--- src/hdl/sync_serial_pkg.sv ---
package sync_serial_pkg;

////////////////////////////////////////////////////////////////////////
// register byte addresses
localparam logic [11:0] OFF_STATUS = 12'h094;
localparam logic [11:0] OFF_BUF = 12'h098;
localparam logic [11:0] OFF_CTRL = 12'h09c;
localparam logic [11:0] OFF_CTRL2 = 12'h0a0;
localparam logic [11:0] OFF_ADDR = 12'h0a4;
localparam logic [11:0] OFF_IRQ = 12'h0a8;

////////////////////////////////////////////////////////////////////////
// port mode field codes
localparam logic [3:0] MODE_SPI_M4 = 4'h0;
localparam logic [3:0] MODE_SPI_M16 = 4'h1;
localparam logic [3:0] MODE_SPI_M64 = 4'h2;
localparam logic [3:0] MODE_SPI_MTMR = 4'h3;
localparam logic [3:0] MODE_SPI_SS = 4'h4;
localparam logic [3:0] MODE_SPI_SLV = 4'h5;
localparam logic [3:0] MODE_I2C_S7 = 4'h6;
localparam logic [3:0] MODE_I2C_S10 = 4'h7;
localparam logic [3:0] MODE_I2C_M = 4'h8;
localparam logic [3:0] MODE_I2C_FW = 4'hb;
localparam logic [3:0] MODE_I2C_S7SP = 4'he;
localparam logic [3:0] MODE_I2C_S10SP = 4'hf;

////////////////////////////////////////////////////////////////////////
// master half bit periods in clk cycles, last bit index
localparam logic [4:0] HALF_DIV4 = 5'h02;
localparam logic [4:0] HALF_DIV16 = 5'h08;
localparam logic [4:0] HALF_DIV64 = 5'h1f;
localparam logic [2:0] BIT_LAST = 3'h7;

////////////////////////////////////////////////////////////////////////
// register layouts
typedef struct packed {
   logic wcol;
   logic ov;
   logic en;
   logic clock_idle_polarity;
   logic [3:0] mode;
} ctrl_t;

typedef struct packed {
   logic sample_or_slew_select;
   logic cke;
   logic d_a;
   logic p;
   logic s;
   logic rw;
   logic ua;
   logic bf;
} status_t;

localparam ctrl_t CTRL_RST = 8'h00;
localparam status_t STATUS_RST = 8'h00;
localparam logic [7:0] REG_RST = 8'h00;
localparam logic [7:0] IRQ_CLR_BIT = 8'h01;

////////////////////////////////////////////////////////////////////////
// carriers
typedef struct packed {
   logic psel;
   logic penable;
   logic pwrite;
   logic [11:0] paddr;
   logic [31:0] pwdata;
} apb_req_t;

typedef struct packed {
   logic start;
   logic stop;
   logic nack;
   logic addr_match;
   logic rw;
   logic byte_done;
   logic is_data;
   logic [7:0] rx_byte;
   logic ua_req;
   logic tx_busy;
   logic seq_done;
} i2c_evt_t;

typedef struct packed {
   logic slew_ctrl_en;
   logic smbus_en;
   logic [7:0] own_addr;
   logic [6:0] baud_reload;
   logic [7:0] tx_byte;
   logic tx_load;
   logic [4:0] requests;
   logic idle;
} i2c_ctl_t;

typedef enum logic {M_IDLE, M_RUN} mst_state_t;

endpackage

--- src/hdl/sync_serial_module.sv ---
`timescale 1ns/1ps
`default_nettype none

module sync_serial_module (
   // clock, reset, enable
   input wire logic clk,
   input wire logic rstn,
   input wire logic ce,
   // apb slave
   input wire sync_serial_pkg::apb_req_t apb,
   output logic [31:0] prdata,
   output logic pready,
   output logic pslverr,
   // spi pins
   input wire logic sck_in,
   output logic sck_out,
   output logic sck_oe,
   input wire logic serial_in_pin,
   output logic serial_out_pin,
   output logic serial_out_oe,
   input wire logic slave_select_n,
   // system side
   input wire logic serial_out_dir_input,
   input wire logic timer_tick,
   input wire logic sleep,
   output logic port_irq_flag,
   // i2c sequencer side
   input wire sync_serial_pkg::i2c_evt_t i2c_evt,
   output sync_serial_pkg::i2c_ctl_t i2c_ctl
);

////////////////////////////////////////////////////////////////////////
sync_serial_pkg::ctrl_t ctrl;
sync_serial_pkg::status_t stat;
sync_serial_pkg::mst_state_t mst;
logic [7:0] ctrl2, addr_reg, buf_reg, sr;
logic [2:0] bitcnt, tcnt;
logic [4:0] div, half;
logic [2:0] s1, s2, s3, st;
logic sck_prev, pend, in_bit, ph, tx_load;
logic spi_mode, spi_master, spi_slave, i2c_on, i2c_master, slave_act;
logic xfer_rst, tick, lead, trail, samp, shft, busy, spi_done, i2c_rx;
logic wr, rd, setup, wr_buf, rd_buf, load_spi, load_i2c;
logic [7:0] rv, rx_byte;

function automatic logic is_i2c(input logic [3:0] m);
   return m inside {sync_serial_pkg::MODE_I2C_S7, sync_serial_pkg::MODE_I2C_S10,
      sync_serial_pkg::MODE_I2C_M, sync_serial_pkg::MODE_I2C_FW,
      sync_serial_pkg::MODE_I2C_S7SP, sync_serial_pkg::MODE_I2C_S10SP};
endfunction

function automatic logic mapped(input logic [11:0] a);
   return a inside {sync_serial_pkg::OFF_STATUS, sync_serial_pkg::OFF_BUF,
      sync_serial_pkg::OFF_CTRL, sync_serial_pkg::OFF_CTRL2,
      sync_serial_pkg::OFF_ADDR, sync_serial_pkg::OFF_IRQ};
endfunction

////////////////////////////////////////////////////////////////////////
// mode decode
assign spi_master = ctrl.en && ctrl.mode <= sync_serial_pkg::MODE_SPI_MTMR;
assign spi_slave = ctrl.en && (ctrl.mode == sync_serial_pkg::MODE_SPI_SS ||
   ctrl.mode == sync_serial_pkg::MODE_SPI_SLV);
assign spi_mode = spi_master || spi_slave;
assign i2c_on = ctrl.en && is_i2c(ctrl.mode);
assign i2c_master = ctrl.mode == sync_serial_pkg::MODE_I2C_M ||
   ctrl.mode == sync_serial_pkg::MODE_I2C_FW;
// select high in select mode or disable resets the transfer
assign xfer_rst = !ctrl.en || (ctrl.mode == sync_serial_pkg::MODE_SPI_SS && st[1]);
assign slave_act = spi_slave && (ctrl.mode == sync_serial_pkg::MODE_SPI_SLV || !st[1]);

////////////////////////////////////////////////////////////////////////
// apb decode
assign setup = apb.psel && !apb.penable;
assign wr = apb.psel && apb.penable && apb.pwrite;
assign rd = apb.psel && apb.penable && !apb.pwrite;
assign wr_buf = wr && apb.paddr == sync_serial_pkg::OFF_BUF;
assign rd_buf = rd && apb.paddr == sync_serial_pkg::OFF_BUF;
assign pready = 1'b1;
assign pslverr = apb.psel && apb.penable && !mapped(apb.paddr);

always_comb begin
   unique case (apb.paddr)
      sync_serial_pkg::OFF_STATUS: rv = stat;
      sync_serial_pkg::OFF_BUF: rv = buf_reg;
      sync_serial_pkg::OFF_CTRL: rv = ctrl;
      sync_serial_pkg::OFF_CTRL2: rv = ctrl2;
      sync_serial_pkg::OFF_ADDR: rv = addr_reg;
      sync_serial_pkg::OFF_IRQ: rv = {7'h00, port_irq_flag};
      default: rv = 8'h00;
   endcase
end

always_ff @(posedge clk or negedge rstn) begin
   if (!rstn) begin
      prdata <= 32'h0000_0000;
   end else if (ce && setup && !apb.pwrite) begin
      prdata <= {24'h00_0000, mapped(apb.paddr) ? rv : 8'h00};
   end
end

////////////////////////////////////////////////////////////////////////
// pin synchronisers: sck, select, serial in
always_ff @(posedge clk or negedge rstn) begin
   if (!rstn) begin
      s1 <= 3'h2;
      s2 <= 3'h2;
      s3 <= 3'h2;
      st <= 3'h2;
      sck_prev <= 1'b0;
   end else if (ce) begin
      s1 <= {sck_in, slave_select_n, serial_in_pin};
      s2 <= s1;
      s3 <= s2;
      for (int i = 0; i < 3; i++) begin
         if (s2[i] == s3[i]) begin
            st[i] <= s2[i];
         end
      end
      sck_prev <= st[2];
   end
end

////////////////////////////////////////////////////////////////////////
// master clock generator
always_comb begin
   unique case (ctrl.mode[1:0])
      2'h0: half = sync_serial_pkg::HALF_DIV4;
      2'h1: half = sync_serial_pkg::HALF_DIV16;
      default: half = sync_serial_pkg::HALF_DIV64;
   endcase
end

assign tick = ctrl.mode == sync_serial_pkg::MODE_SPI_MTMR ? timer_tick : div == half - 5'h01;

always_ff @(posedge clk or negedge rstn) begin
   if (!rstn) begin
      mst <= sync_serial_pkg::M_IDLE;
      div <= 5'h00;
      ph <= 1'b0;
      tcnt <= 3'h0;
   end else if (ce) begin
      if (!spi_master) begin
         mst <= sync_serial_pkg::M_IDLE;
         div <= 5'h00;
         ph <= 1'b0;
         tcnt <= 3'h0;
      end else if (!sleep) begin
         unique case (mst)
            sync_serial_pkg::M_IDLE: begin
               div <= 5'h00;
               if (load_spi) begin
                  mst <= sync_serial_pkg::M_RUN;
               end
            end
            sync_serial_pkg::M_RUN: begin
               if (tick) begin
                  div <= 5'h00;
                  ph <= !ph;
                  if (ph) begin
                     tcnt <= tcnt + 3'h1;
                     if (tcnt == sync_serial_pkg::BIT_LAST) begin
                        mst <= sync_serial_pkg::M_IDLE;
                     end
                  end
               end else begin
                  div <= div + 5'h01;
               end
            end
         endcase
      end
   end
end

assign sck_out = ctrl.clock_idle_polarity ^ ph;
assign sck_oe = spi_master;

////////////////////////////////////////////////////////////////////////
// edges: leading leaves idle level, edge bit set samples on leading
always_comb begin
   if (spi_master) begin
      lead = mst == sync_serial_pkg::M_RUN && tick && !sleep && !ph;
      trail = mst == sync_serial_pkg::M_RUN && tick && !sleep && ph;
   end else begin
      lead = slave_act && st[2] != sck_prev && st[2] != ctrl.clock_idle_polarity;
      trail = slave_act && st[2] != sck_prev && st[2] == ctrl.clock_idle_polarity;
   end
end

assign samp = stat.cke ? lead : trail;
assign shft = stat.cke ? trail : lead;
assign busy = spi_master ? mst == sync_serial_pkg::M_RUN : (bitcnt != 3'h0 || pend);
assign load_spi = wr_buf && spi_mode && !busy;
assign load_i2c = wr_buf && i2c_on;
assign spi_done = samp && bitcnt == sync_serial_pkg::BIT_LAST && !xfer_rst;
assign rx_byte = {sr[6:0], st[0]};
assign i2c_rx = i2c_on && i2c_evt.byte_done;

////////////////////////////////////////////////////////////////////////
// shift register and bit counter
always_ff @(posedge clk or negedge rstn) begin
   if (!rstn) begin
      sr <= sync_serial_pkg::REG_RST;
      bitcnt <= 3'h0;
      pend <= 1'b0;
      in_bit <= 1'b0;
   end else if (ce) begin
      if (xfer_rst) begin
         bitcnt <= 3'h0;
         pend <= 1'b0;
         // a deselected slave still takes the next byte to send
         if (load_spi) begin
            sr <= apb.pwdata[7:0];
         end
      end else if (load_spi || load_i2c) begin
         sr <= apb.pwdata[7:0];
      end else if (samp) begin
         if (bitcnt == sync_serial_pkg::BIT_LAST) begin
            sr <= rx_byte;
            pend <= 1'b0;
         end else begin
            in_bit <= st[0];
            pend <= 1'b1;
         end
         bitcnt <= bitcnt + 3'h1;
      end else if (shft && pend) begin
         sr <= {sr[6:0], in_bit};
         pend <= 1'b0;
      end
   end
end

assign serial_out_pin = sr[7];
// in select mode drive only while selected, never when the pin is set to input
assign serial_out_oe = spi_mode && !serial_out_dir_input &&
   (ctrl.mode != sync_serial_pkg::MODE_SPI_SS || !st[1]);

////////////////////////////////////////////////////////////////////////
// data buffer, buffer full, overflow, write collision
always_ff @(posedge clk or negedge rstn) begin
   if (!rstn) begin
      buf_reg <= sync_serial_pkg::REG_RST;
      stat.bf <= 1'b0;
   end else if (ce) begin
      if (load_spi || load_i2c) begin
         buf_reg <= apb.pwdata[7:0];
      end else if (spi_done && (spi_master || !stat.bf)) begin
         buf_reg <= rx_byte;
      end else if (i2c_rx && !stat.bf) begin
         buf_reg <= i2c_evt.rx_byte;
      end
      if ((spi_done && (spi_master || !stat.bf)) || (i2c_rx && !stat.bf)) begin
         stat.bf <= 1'b1;
      end else if (rd_buf) begin
         stat.bf <= 1'b0;
      end
   end
end

always_ff @(posedge clk or negedge rstn) begin
   if (!rstn) begin
      ctrl <= sync_serial_pkg::CTRL_RST;
   end else if (ce) begin
      if (wr && apb.paddr == sync_serial_pkg::OFF_CTRL) begin
         ctrl <= apb.pwdata[7:0];
      end
      if (wr_buf && spi_mode && busy) begin
         ctrl.wcol <= 1'b1;
      end
      if (((spi_done && spi_slave) || i2c_rx) && stat.bf) begin
         ctrl.ov <= 1'b1;
      end
   end
end

always_ff @(posedge clk or negedge rstn) begin
   if (!rstn) begin
      port_irq_flag <= 1'b0;
   end else if (ce) begin
      if (spi_done || i2c_rx) begin
         port_irq_flag <= 1'b1;
      end else if (wr && apb.paddr == sync_serial_pkg::OFF_IRQ && apb.pwdata[0]) begin
         port_irq_flag <= 1'b0;
      end
   end
end

////////////////////////////////////////////////////////////////////////
// i2c status flags, control 2, address register
always_ff @(posedge clk or negedge rstn) begin
   if (!rstn) begin
      {stat.sample_or_slew_select, stat.cke, stat.d_a, stat.p, stat.s, stat.rw, stat.ua} <= 7'h00;
      ctrl2 <= sync_serial_pkg::REG_RST;
      addr_reg <= sync_serial_pkg::REG_RST;
      tx_load <= 1'b0;
   end else if (ce) begin
      tx_load <= load_i2c;
      if (wr && apb.paddr == sync_serial_pkg::OFF_STATUS) begin
         {stat.sample_or_slew_select, stat.cke} <= apb.pwdata[7:6];
      end
      if (wr && apb.paddr == sync_serial_pkg::OFF_ADDR) begin
         addr_reg <= apb.pwdata[7:0];
      end
      if (wr && apb.paddr == sync_serial_pkg::OFF_CTRL2) begin
         ctrl2 <= apb.pwdata[7:0];
      end else if (i2c_on && i2c_evt.seq_done) begin
         {ctrl2[4], ctrl2[2:0]} <= 4'h0;
      end
      if (!i2c_on) begin
         {stat.d_a, stat.p, stat.s, stat.rw} <= 4'h0;
      end else begin
         if (i2c_evt.byte_done) begin
            stat.d_a <= !i2c_master && i2c_evt.is_data;
         end
         if (i2c_evt.stop) begin
            stat.p <= 1'b1;
            stat.s <= 1'b0;
         end else if (i2c_evt.start) begin
            stat.s <= 1'b1;
            stat.p <= 1'b0;
         end
         if (i2c_master) begin
            stat.rw <= i2c_evt.tx_busy;
         end else if (i2c_evt.addr_match) begin
            stat.rw <= i2c_evt.rw;
         end else if (i2c_evt.start || i2c_evt.stop || i2c_evt.nack) begin
            stat.rw <= 1'b0;
         end
      end
      if (i2c_on && i2c_evt.ua_req) begin
         stat.ua <= 1'b1;
      end else if (!i2c_on || (wr && apb.paddr == sync_serial_pkg::OFF_ADDR)) begin
         stat.ua <= 1'b0;
      end
   end
end

assign i2c_ctl.slew_ctrl_en = i2c_on && !stat.sample_or_slew_select;
assign i2c_ctl.smbus_en = i2c_on && stat.cke;
assign i2c_ctl.own_addr = i2c_on && !i2c_master ? addr_reg : 8'h00;
assign i2c_ctl.baud_reload = i2c_on && i2c_master ? addr_reg[6:0] : 7'h00;
assign i2c_ctl.tx_byte = sr;
assign i2c_ctl.tx_load = tx_load;
assign i2c_ctl.requests = ctrl2[4:0];
assign i2c_ctl.idle = !(stat.rw || |ctrl2[4:0]);
endmodule

`default_nettype wire

--- config.mk ---
export PLATFORM = sky130hd
export DESIGN_NAME = sync_serial_module
export DESIGN_NICKNAME = d
export VERILOG_FILES = /design/src/hdl/sync_serial_pkg.sv /design/src/hdl/sync_serial_module.sv
export SDC_FILE = /design/constraint.sdc
export NUM_CORES = 1
export LEC_CHECK = 0
export ABC_CLOCK_PERIOD_IN_PS = 3600
export CAP_MARGIN = 20
export CORE_MARGIN = 10
export CORE_UTILIZATION = 30
export CTS_CLUSTER_DIAMETER = 30
export DETAILED_ROUTE_END_ITERATION = 12
export DONT_BUFFER_PORTS = 1
export HOLD_SLACK_MARGIN = 0.06
export SYNTH_ARGS = -nofsm -noshare
export SYNTH_HDL_FRONTEND = slang
export SYNTH_SLANG_ARGS = --single-unit
--- constraint.sdc ---
create_clock -name clk -period 3.6 [get_ports clk]
set_input_delay 0.36 -clock clk [delete_from_list [all_inputs] [get_ports clk]]
set_output_delay 0.36 -clock clk [all_outputs]
set_load 0.005 [all_outputs]
Yosys cells after proc, flatten, opt, wreduce, memory -nomap -nowiden

Index checks and enable logic that the tools add are counted.

Bits in registers: 86
Input bits: 74
Output and inout bits: 71
Word-level logic and storage cells: 267

Add/subtract/negate cells: 4
$lt $le $gt $ge: 1
Equality and inequality tests: 36
Multiplexer cells: 68
Bitwise operators: 5
Reductions and logical operators: 118

Operators with widths:

| cell                                                                    | number |
|---|---|
| 8-bit 2-to-1 mux                                                        | 12 |
| 12-bit by 8-bit equality test with 1-bit output (second input constant) | 6 |
| 1-bit logical AND                                                       | 48 |
| 8-bit one-hot mux with 6 select lines                                   | 1 |
| 2-bit AND reduction                                                     | 18 |
| 1-bit 2-to-1 mux                                                        | 35 |
| 3-bit 2-to-1 mux                                                        | 10 |
| 5-bit one-hot mux with 2 select lines                                   | 2 |
| 4-bit by 3-bit equality test with 1-bit output (second input constant)  | 4 |
| 4-bit equality test (second input constant)                             | 4 |
| 1-bit logical OR                                                        | 16 |
| 1-bit logical NOT                                                       | 15 |
| 5-bit 2-to-1 mux                                                        | 3 |
| 2-bit nonzero test                                                      | 7 |
| 6-bit nonzero test                                                      | 2 |
| 2-bit != test (second input constant)                                   | 5 |
| 5-bit AND reduction                                                     | 2 |
| 3-bit nonzero test                                                      | 3 |
| 4-bit by 2-bit != test with 1-bit output (second input constant)        | 2 |
| 4-bit AND reduction                                                     | 2 |
| 7-bit 2-to-1 mux                                                        | 1 |
| 3-bit by 1-bit adder with 3-bit output (second input constant)          | 2 |
| 3-bit equality test (second input constant)                             | 2 |
| 3-bit AND reduction                                                     | 2 |
| 19 further kinds                                                        | 28 |

Logic depth before layout (Yosys ltp)

Depth after elaboration: 17
Gate-level depth with buffers: 11
Gate-level depth less buffers: 9

Worst setup path after synthesis

Ideal clock, no wire load.

Path type: register to register
Start: register ctrl[1] (netlist name)
End: register sr[0]
Setup time: 0.125 ns
Arrival: 2.763 ns
Required time: 3.475 ns
Setup slack: 0.712 ns
Cell stages (with the launch flop): 12
Path buffers: 2
Clock period less this slack: 2.888 ns
Path through: dfrtp_1 > buf_6 > or2_1 > ha_1 > xnor2_1 > nor3_1 > nand4_1 > and2_1 > clkbuf_1 > nor3b_2 > a211oi_4 > mux2_2

Cells in the longest elaborated chain, start to end: 13
Elaborated cells between the ends (all ways): 51
Classes of those cells: 1 x add/sub; 1 x order compare; 13 x eq/ne; 10 x mux; 26 x reduce/logical

RTL lines:

| what                                                                                       | line                                                 | source |
|---|---|---|
| start: declaration                                                                         | sync_serial_module.sv:33                             | `sync_serial_pkg::ctrl_t ctrl;` |
| start signal: assignment                                                                   | sync_serial_module.sv:261                            | `ctrl <= sync_serial_pkg::CTRL_RST;` |
| start signal: assignment                                                                   | sync_serial_module.sv:264                            | `ctrl <= apb.pwdata[7:0];` |
| 2-bit by 1-bit equality test with 1-bit output / 2-bit logical NOT (equally long branches) | sync_serial_module.sv:126                            | `unique case (ctrl.mode[1:0])` |
| 5-bit one-hot mux with 2 select lines                                                      | sync_serial_module.sv:126                            |  |
| 5-bit by 1-bit subtractor with 5-bit output                                                | sync_serial_module.sv:133                            | `assign tick = ctrl.mode == sync_serial_pkg::MODE_SPI_MTMR ? timer_tick : div == half - 5'h01;` |
| 5-bit equality test                                                                        | sync_serial_module.sv:133                            |  |
| 1-bit 2-to-1 mux                                                                           | sync_serial_module.sv:133                            |  |
| 1-bit logical AND (2 in series)                                                            | sync_serial_module.sv:181, sync_serial_module.sv:182 |  |
| 1-bit logical AND (on tied branches)                                                       | sync_serial_module.sv:181, sync_serial_module.sv:182 |  |
| 1-bit 2-to-1 mux                                                                           | sync_serial_module.sv:180                            | `if (spi_master) begin` |
| 1-bit 2-to-1 mux (on tied branches)                                                        | sync_serial_module.sv:190, sync_serial_module.sv:189 |  |
| 1-bit logical AND / 8-bit 2-to-1 mux (equally long branches)                               | sync_serial_module.sv:225, sync_serial_module.sv:216 |  |
| 4-bit nonzero test (no source line) / 8-bit 2-to-1 mux (equally long branches)             | -                                                    |  |
| 4-bit AND reduction (no source line) / 8-bit 2-to-1 mux (equally long branches)            | -                                                    |  |
| end signal: assignment                                                                     | sync_serial_module.sv:202                            | `sr <= sync_serial_pkg::REG_RST;` |
| end signal: assignment                                                                     | sync_serial_module.sv:218                            | `sr <= rx_byte;` |
| end signal: assignment                                                                     | sync_serial_module.sv:226                            | `sr <= {sr[6:0], in_bit};` |
| end: declaration                                                                           | sync_serial_module.sv:36                             | `logic [7:0] ctrl2, addr_reg, buf_reg, sr;` |

Parallel ways exist; a longest one is shown, timed or not.
A chain may end at the register's enable or synchronous reset.

Worst setup path in the final report

Start: register ctrl[1] (netlist name)
End: register sr[5]

The elaborated chain is that of the path after synthesis.

==> results.sh <==
export IMPL_status="finished, final reports clean"
export IMPL_yosys_register_bits=86
export IMPL_ys_warnings_count=0
export IMPL_ios=145
export IMPL_synth_top_area_frac=0.411
export IMPL_num_rows=47
export IMPL_maxSlewViolCount=0
export IMPL_synth_edff_count=0
export IMPL_drc=0
export IMPL_placed_cell_area_um2=5020
export IMPL_dp_final_hpwl_mm=10.8
export IMPL_fin_crit_sh=0.878
export IMPL_final_hold_viol_count=0
export IMPL_core_region_area_um2=16500
export IMPL_max_slew_margin=0.308
export IMPL_num_vias=3785
export IMPL_nets=570
export IMPL_nFillCells=1702
export IMPL_totalWireLength_mm=14.0
export IMPL_port_buffers=0
export IMPL_p_leak_uw=0.00235
export IMPL_use_met3=0.0449
export IMPL_grt_ovfl_total=0
export IMPL_crit_type="flop to flop"
export IMPL_postRouteAntennaNets=0
export IMPL_worst_pin_slew_ns=1.03
export IMPL_cts_buffers=9
export IMPL_clk_path_buf_depth=2
export IMPL_finalSetupViolCount=0
export IMPL_antenna_cells=0
export IMPL_synthArstFlopShare=1.00
export IMPL_cts_repair_resized=0
export IMPL_layout_min_cycle_time_ns=3.16
export IMPL_fmax_mhz=316
export IMPL_cp_max_fo=14
export IMPL_grt_met2_usage=0.204
export IMPL_wl_per_cell_um=19.6
export IMPL_synth_most_common_cell="dfrtp_1"
export IMPL_clk_pin_slew_worst_paths_ns=0.06
export IMPL_ys_types=64
export IMPL_stdcell_area_um2=5340
export IMPL_die_area_um2=22200
export IMPL_grt_max_degree=87
export IMPL_clockRootBuffer="clkbuf_16"
export IMPL_cp_end_kind="flop"
export IMPL_die_w_um=149
export IMPL_dp_cells=696
export IMPL_grt_pass1_wl_mm=21.7
export IMPL_die_y_um=149
export IMPL_ys_top_cells_by_count="dfrtp_1, o21ai_0, nand2_1"
export IMPL_grt_busiest_layer="met2"
export IMPL_via_per_inst=5.30
export IMPL_met1_usage=0.147
export IMPL_r2r_slack_ns=0.44
export IMPL_track_usage=0.124
export IMPL_netlist_area_um2=4990
export IMPL_drive_gt1_frac=0.172
export IMPL_rsz0062_at_grt="no"
export IMPL_htreeDepth=3
export IMPL_grt_pass1_vias=3733
export IMPL_hold_path_class="primary input to flop"
export IMPL_skew_ns=0.00984
export IMPL_power_density_nw_per_um2=390
export IMPL_netlist_top_cells_area="dfrtp_1, mux2_2, o21ai_0"
export IMPL_final_cells=714
export IMPL_cts_tree="yes"
export IMPL_cts_sinks=86
export IMPL_gp_congestion=0.877
export IMPL_start_util=0.303
export IMPL_fin_hold_ws_ns=0.0893
export IMPL_ir_drop_v=0.000212
export IMPL_drtIter0Drc=254
export IMPL_cap_violations=0
export IMPL_finalSetupTns_ns=0
export IMPL_syn_area_per_cell_um2=9.86
export IMPL_antenna_found_initial=0
export IMPL_startpoint_type="flop"
export IMPL_area_delta_synth_final_pct=7.10
export IMPL_synthCells=506
export IMPL_firstDrtPassIters=4
export IMPL_arrival_ns=3.40
export IMPL_synthFlopType="dfrtp_1"
export IMPL_ys_seq_area_frac=0.432
export IMPL_clk_latency_ns=0.36
export IMPL_yosys_area_top_type="dfrtp_1"
export IMPL_crit_required_ns=3.83
## worst max-delay path, stage by stage (launching register included)
cell	delay [ns]
dfrtp_1	0.52
or2_1	0.34
ha_1	0.33
xnor2_1	0.13
nor3_1	0.27
nand4_1	0.16
and2_1	0.26
nor3b_2	0.20
a211oi_4	0.45
mux2_2	0.40
## power by group
group / internal (µW) / switching, µW
registers: 1020 / 40.8
clock network: 475 / 418
logic: 57.0 / 73.5
total: 1550 / 532
## area by class of cell
type                    instances  area, µm²  area share
clock buffers                   9        225      0.0421
flip-flops and latches         86       2160       0.404
clock inverters                 7       57.6      0.0108
multi-input cells             368       2490       0.467
inverters                      18       67.6      0.0126
repair buffers                  6       67.6      0.0126
well taps                     220        275      0.0515
## final timing paths
check                                    start                      end  cells after the start
max                        ctrl[1]$_DFFE_PN0P_        sr[5]$_DFFE_PN0P_                      9
min                                         ce      stat[1]$_DFFE_PN0P_                      1
max reg2reg                ctrl[1]$_DFFE_PN0P_        sr[5]$_DFFE_PN0P_                      9
min reg2reg                stat[5]$_DFFE_PN0P_      stat[5]$_DFFE_PN0P_                      2
max in group asynchronous                 rstn        s3[1]$_DFFE_PN1P_                      2
min in group asynchronous                 rstn  addr_reg[0]$_DFFE_PN0P_                      2
## per-layer routing
metal | share of wire | routed length [µm]
met5 | 0 | 0
met2 | 0.47 | 6610
met4 | 0.016 | 223
met1 | 0.41 | 5770
met3 | 0.099 | 1390
## timing repair
action,CTS,global route
endpoints found under the hold margin,86,0
setup buffers,0,0
hold buffers,2,0
## cells in the final DEF, fill, tap and decap left out, types with 14 or more instances in the layout
cell type | netlist | layout
o21ai_0 | 50 | 50
conb_1 | 2 | 25
nand2_1 | 44 | 44
a21oi_1 | 28 | 28
and2_1 | 19 | 19
dfrtp_1 | 82 | 82
mux2_2 | 42 | 42
nor2_1 | 20 | 20
inv_1 | 18 | 18
mux2i_1 | 14 | 14
## metrics by stage
| step | power (µW) | utilization | worst slack [ns] |
|---|---|---|---|
| global placement | 1180 | 0.305 | 0.529 |
| global route | 2170 | 0.325 | 0.219 |
| floorplan | 1190 | - | 0.712 |
| CTS | 2100 | 0.325 | 0.436 |
| finish | 2090 | 0.325 | 0.438 |
| detailed placement | 1190 | 0.305 | 0.455 |
## logic make-up after synthesis
logic type	share of synthesized area
AO/OA/AOI/OAI	0.184
XOR/XNOR	0.0105
adder cells (fa/ha/maj)	0.0176
buffers and inverters	0.0865
flip-flops	0.432
multiplexers	0.123
other	0.00151
AND/OR/NAND/NOR	0.145
Power figures use the tool's default switching activity.
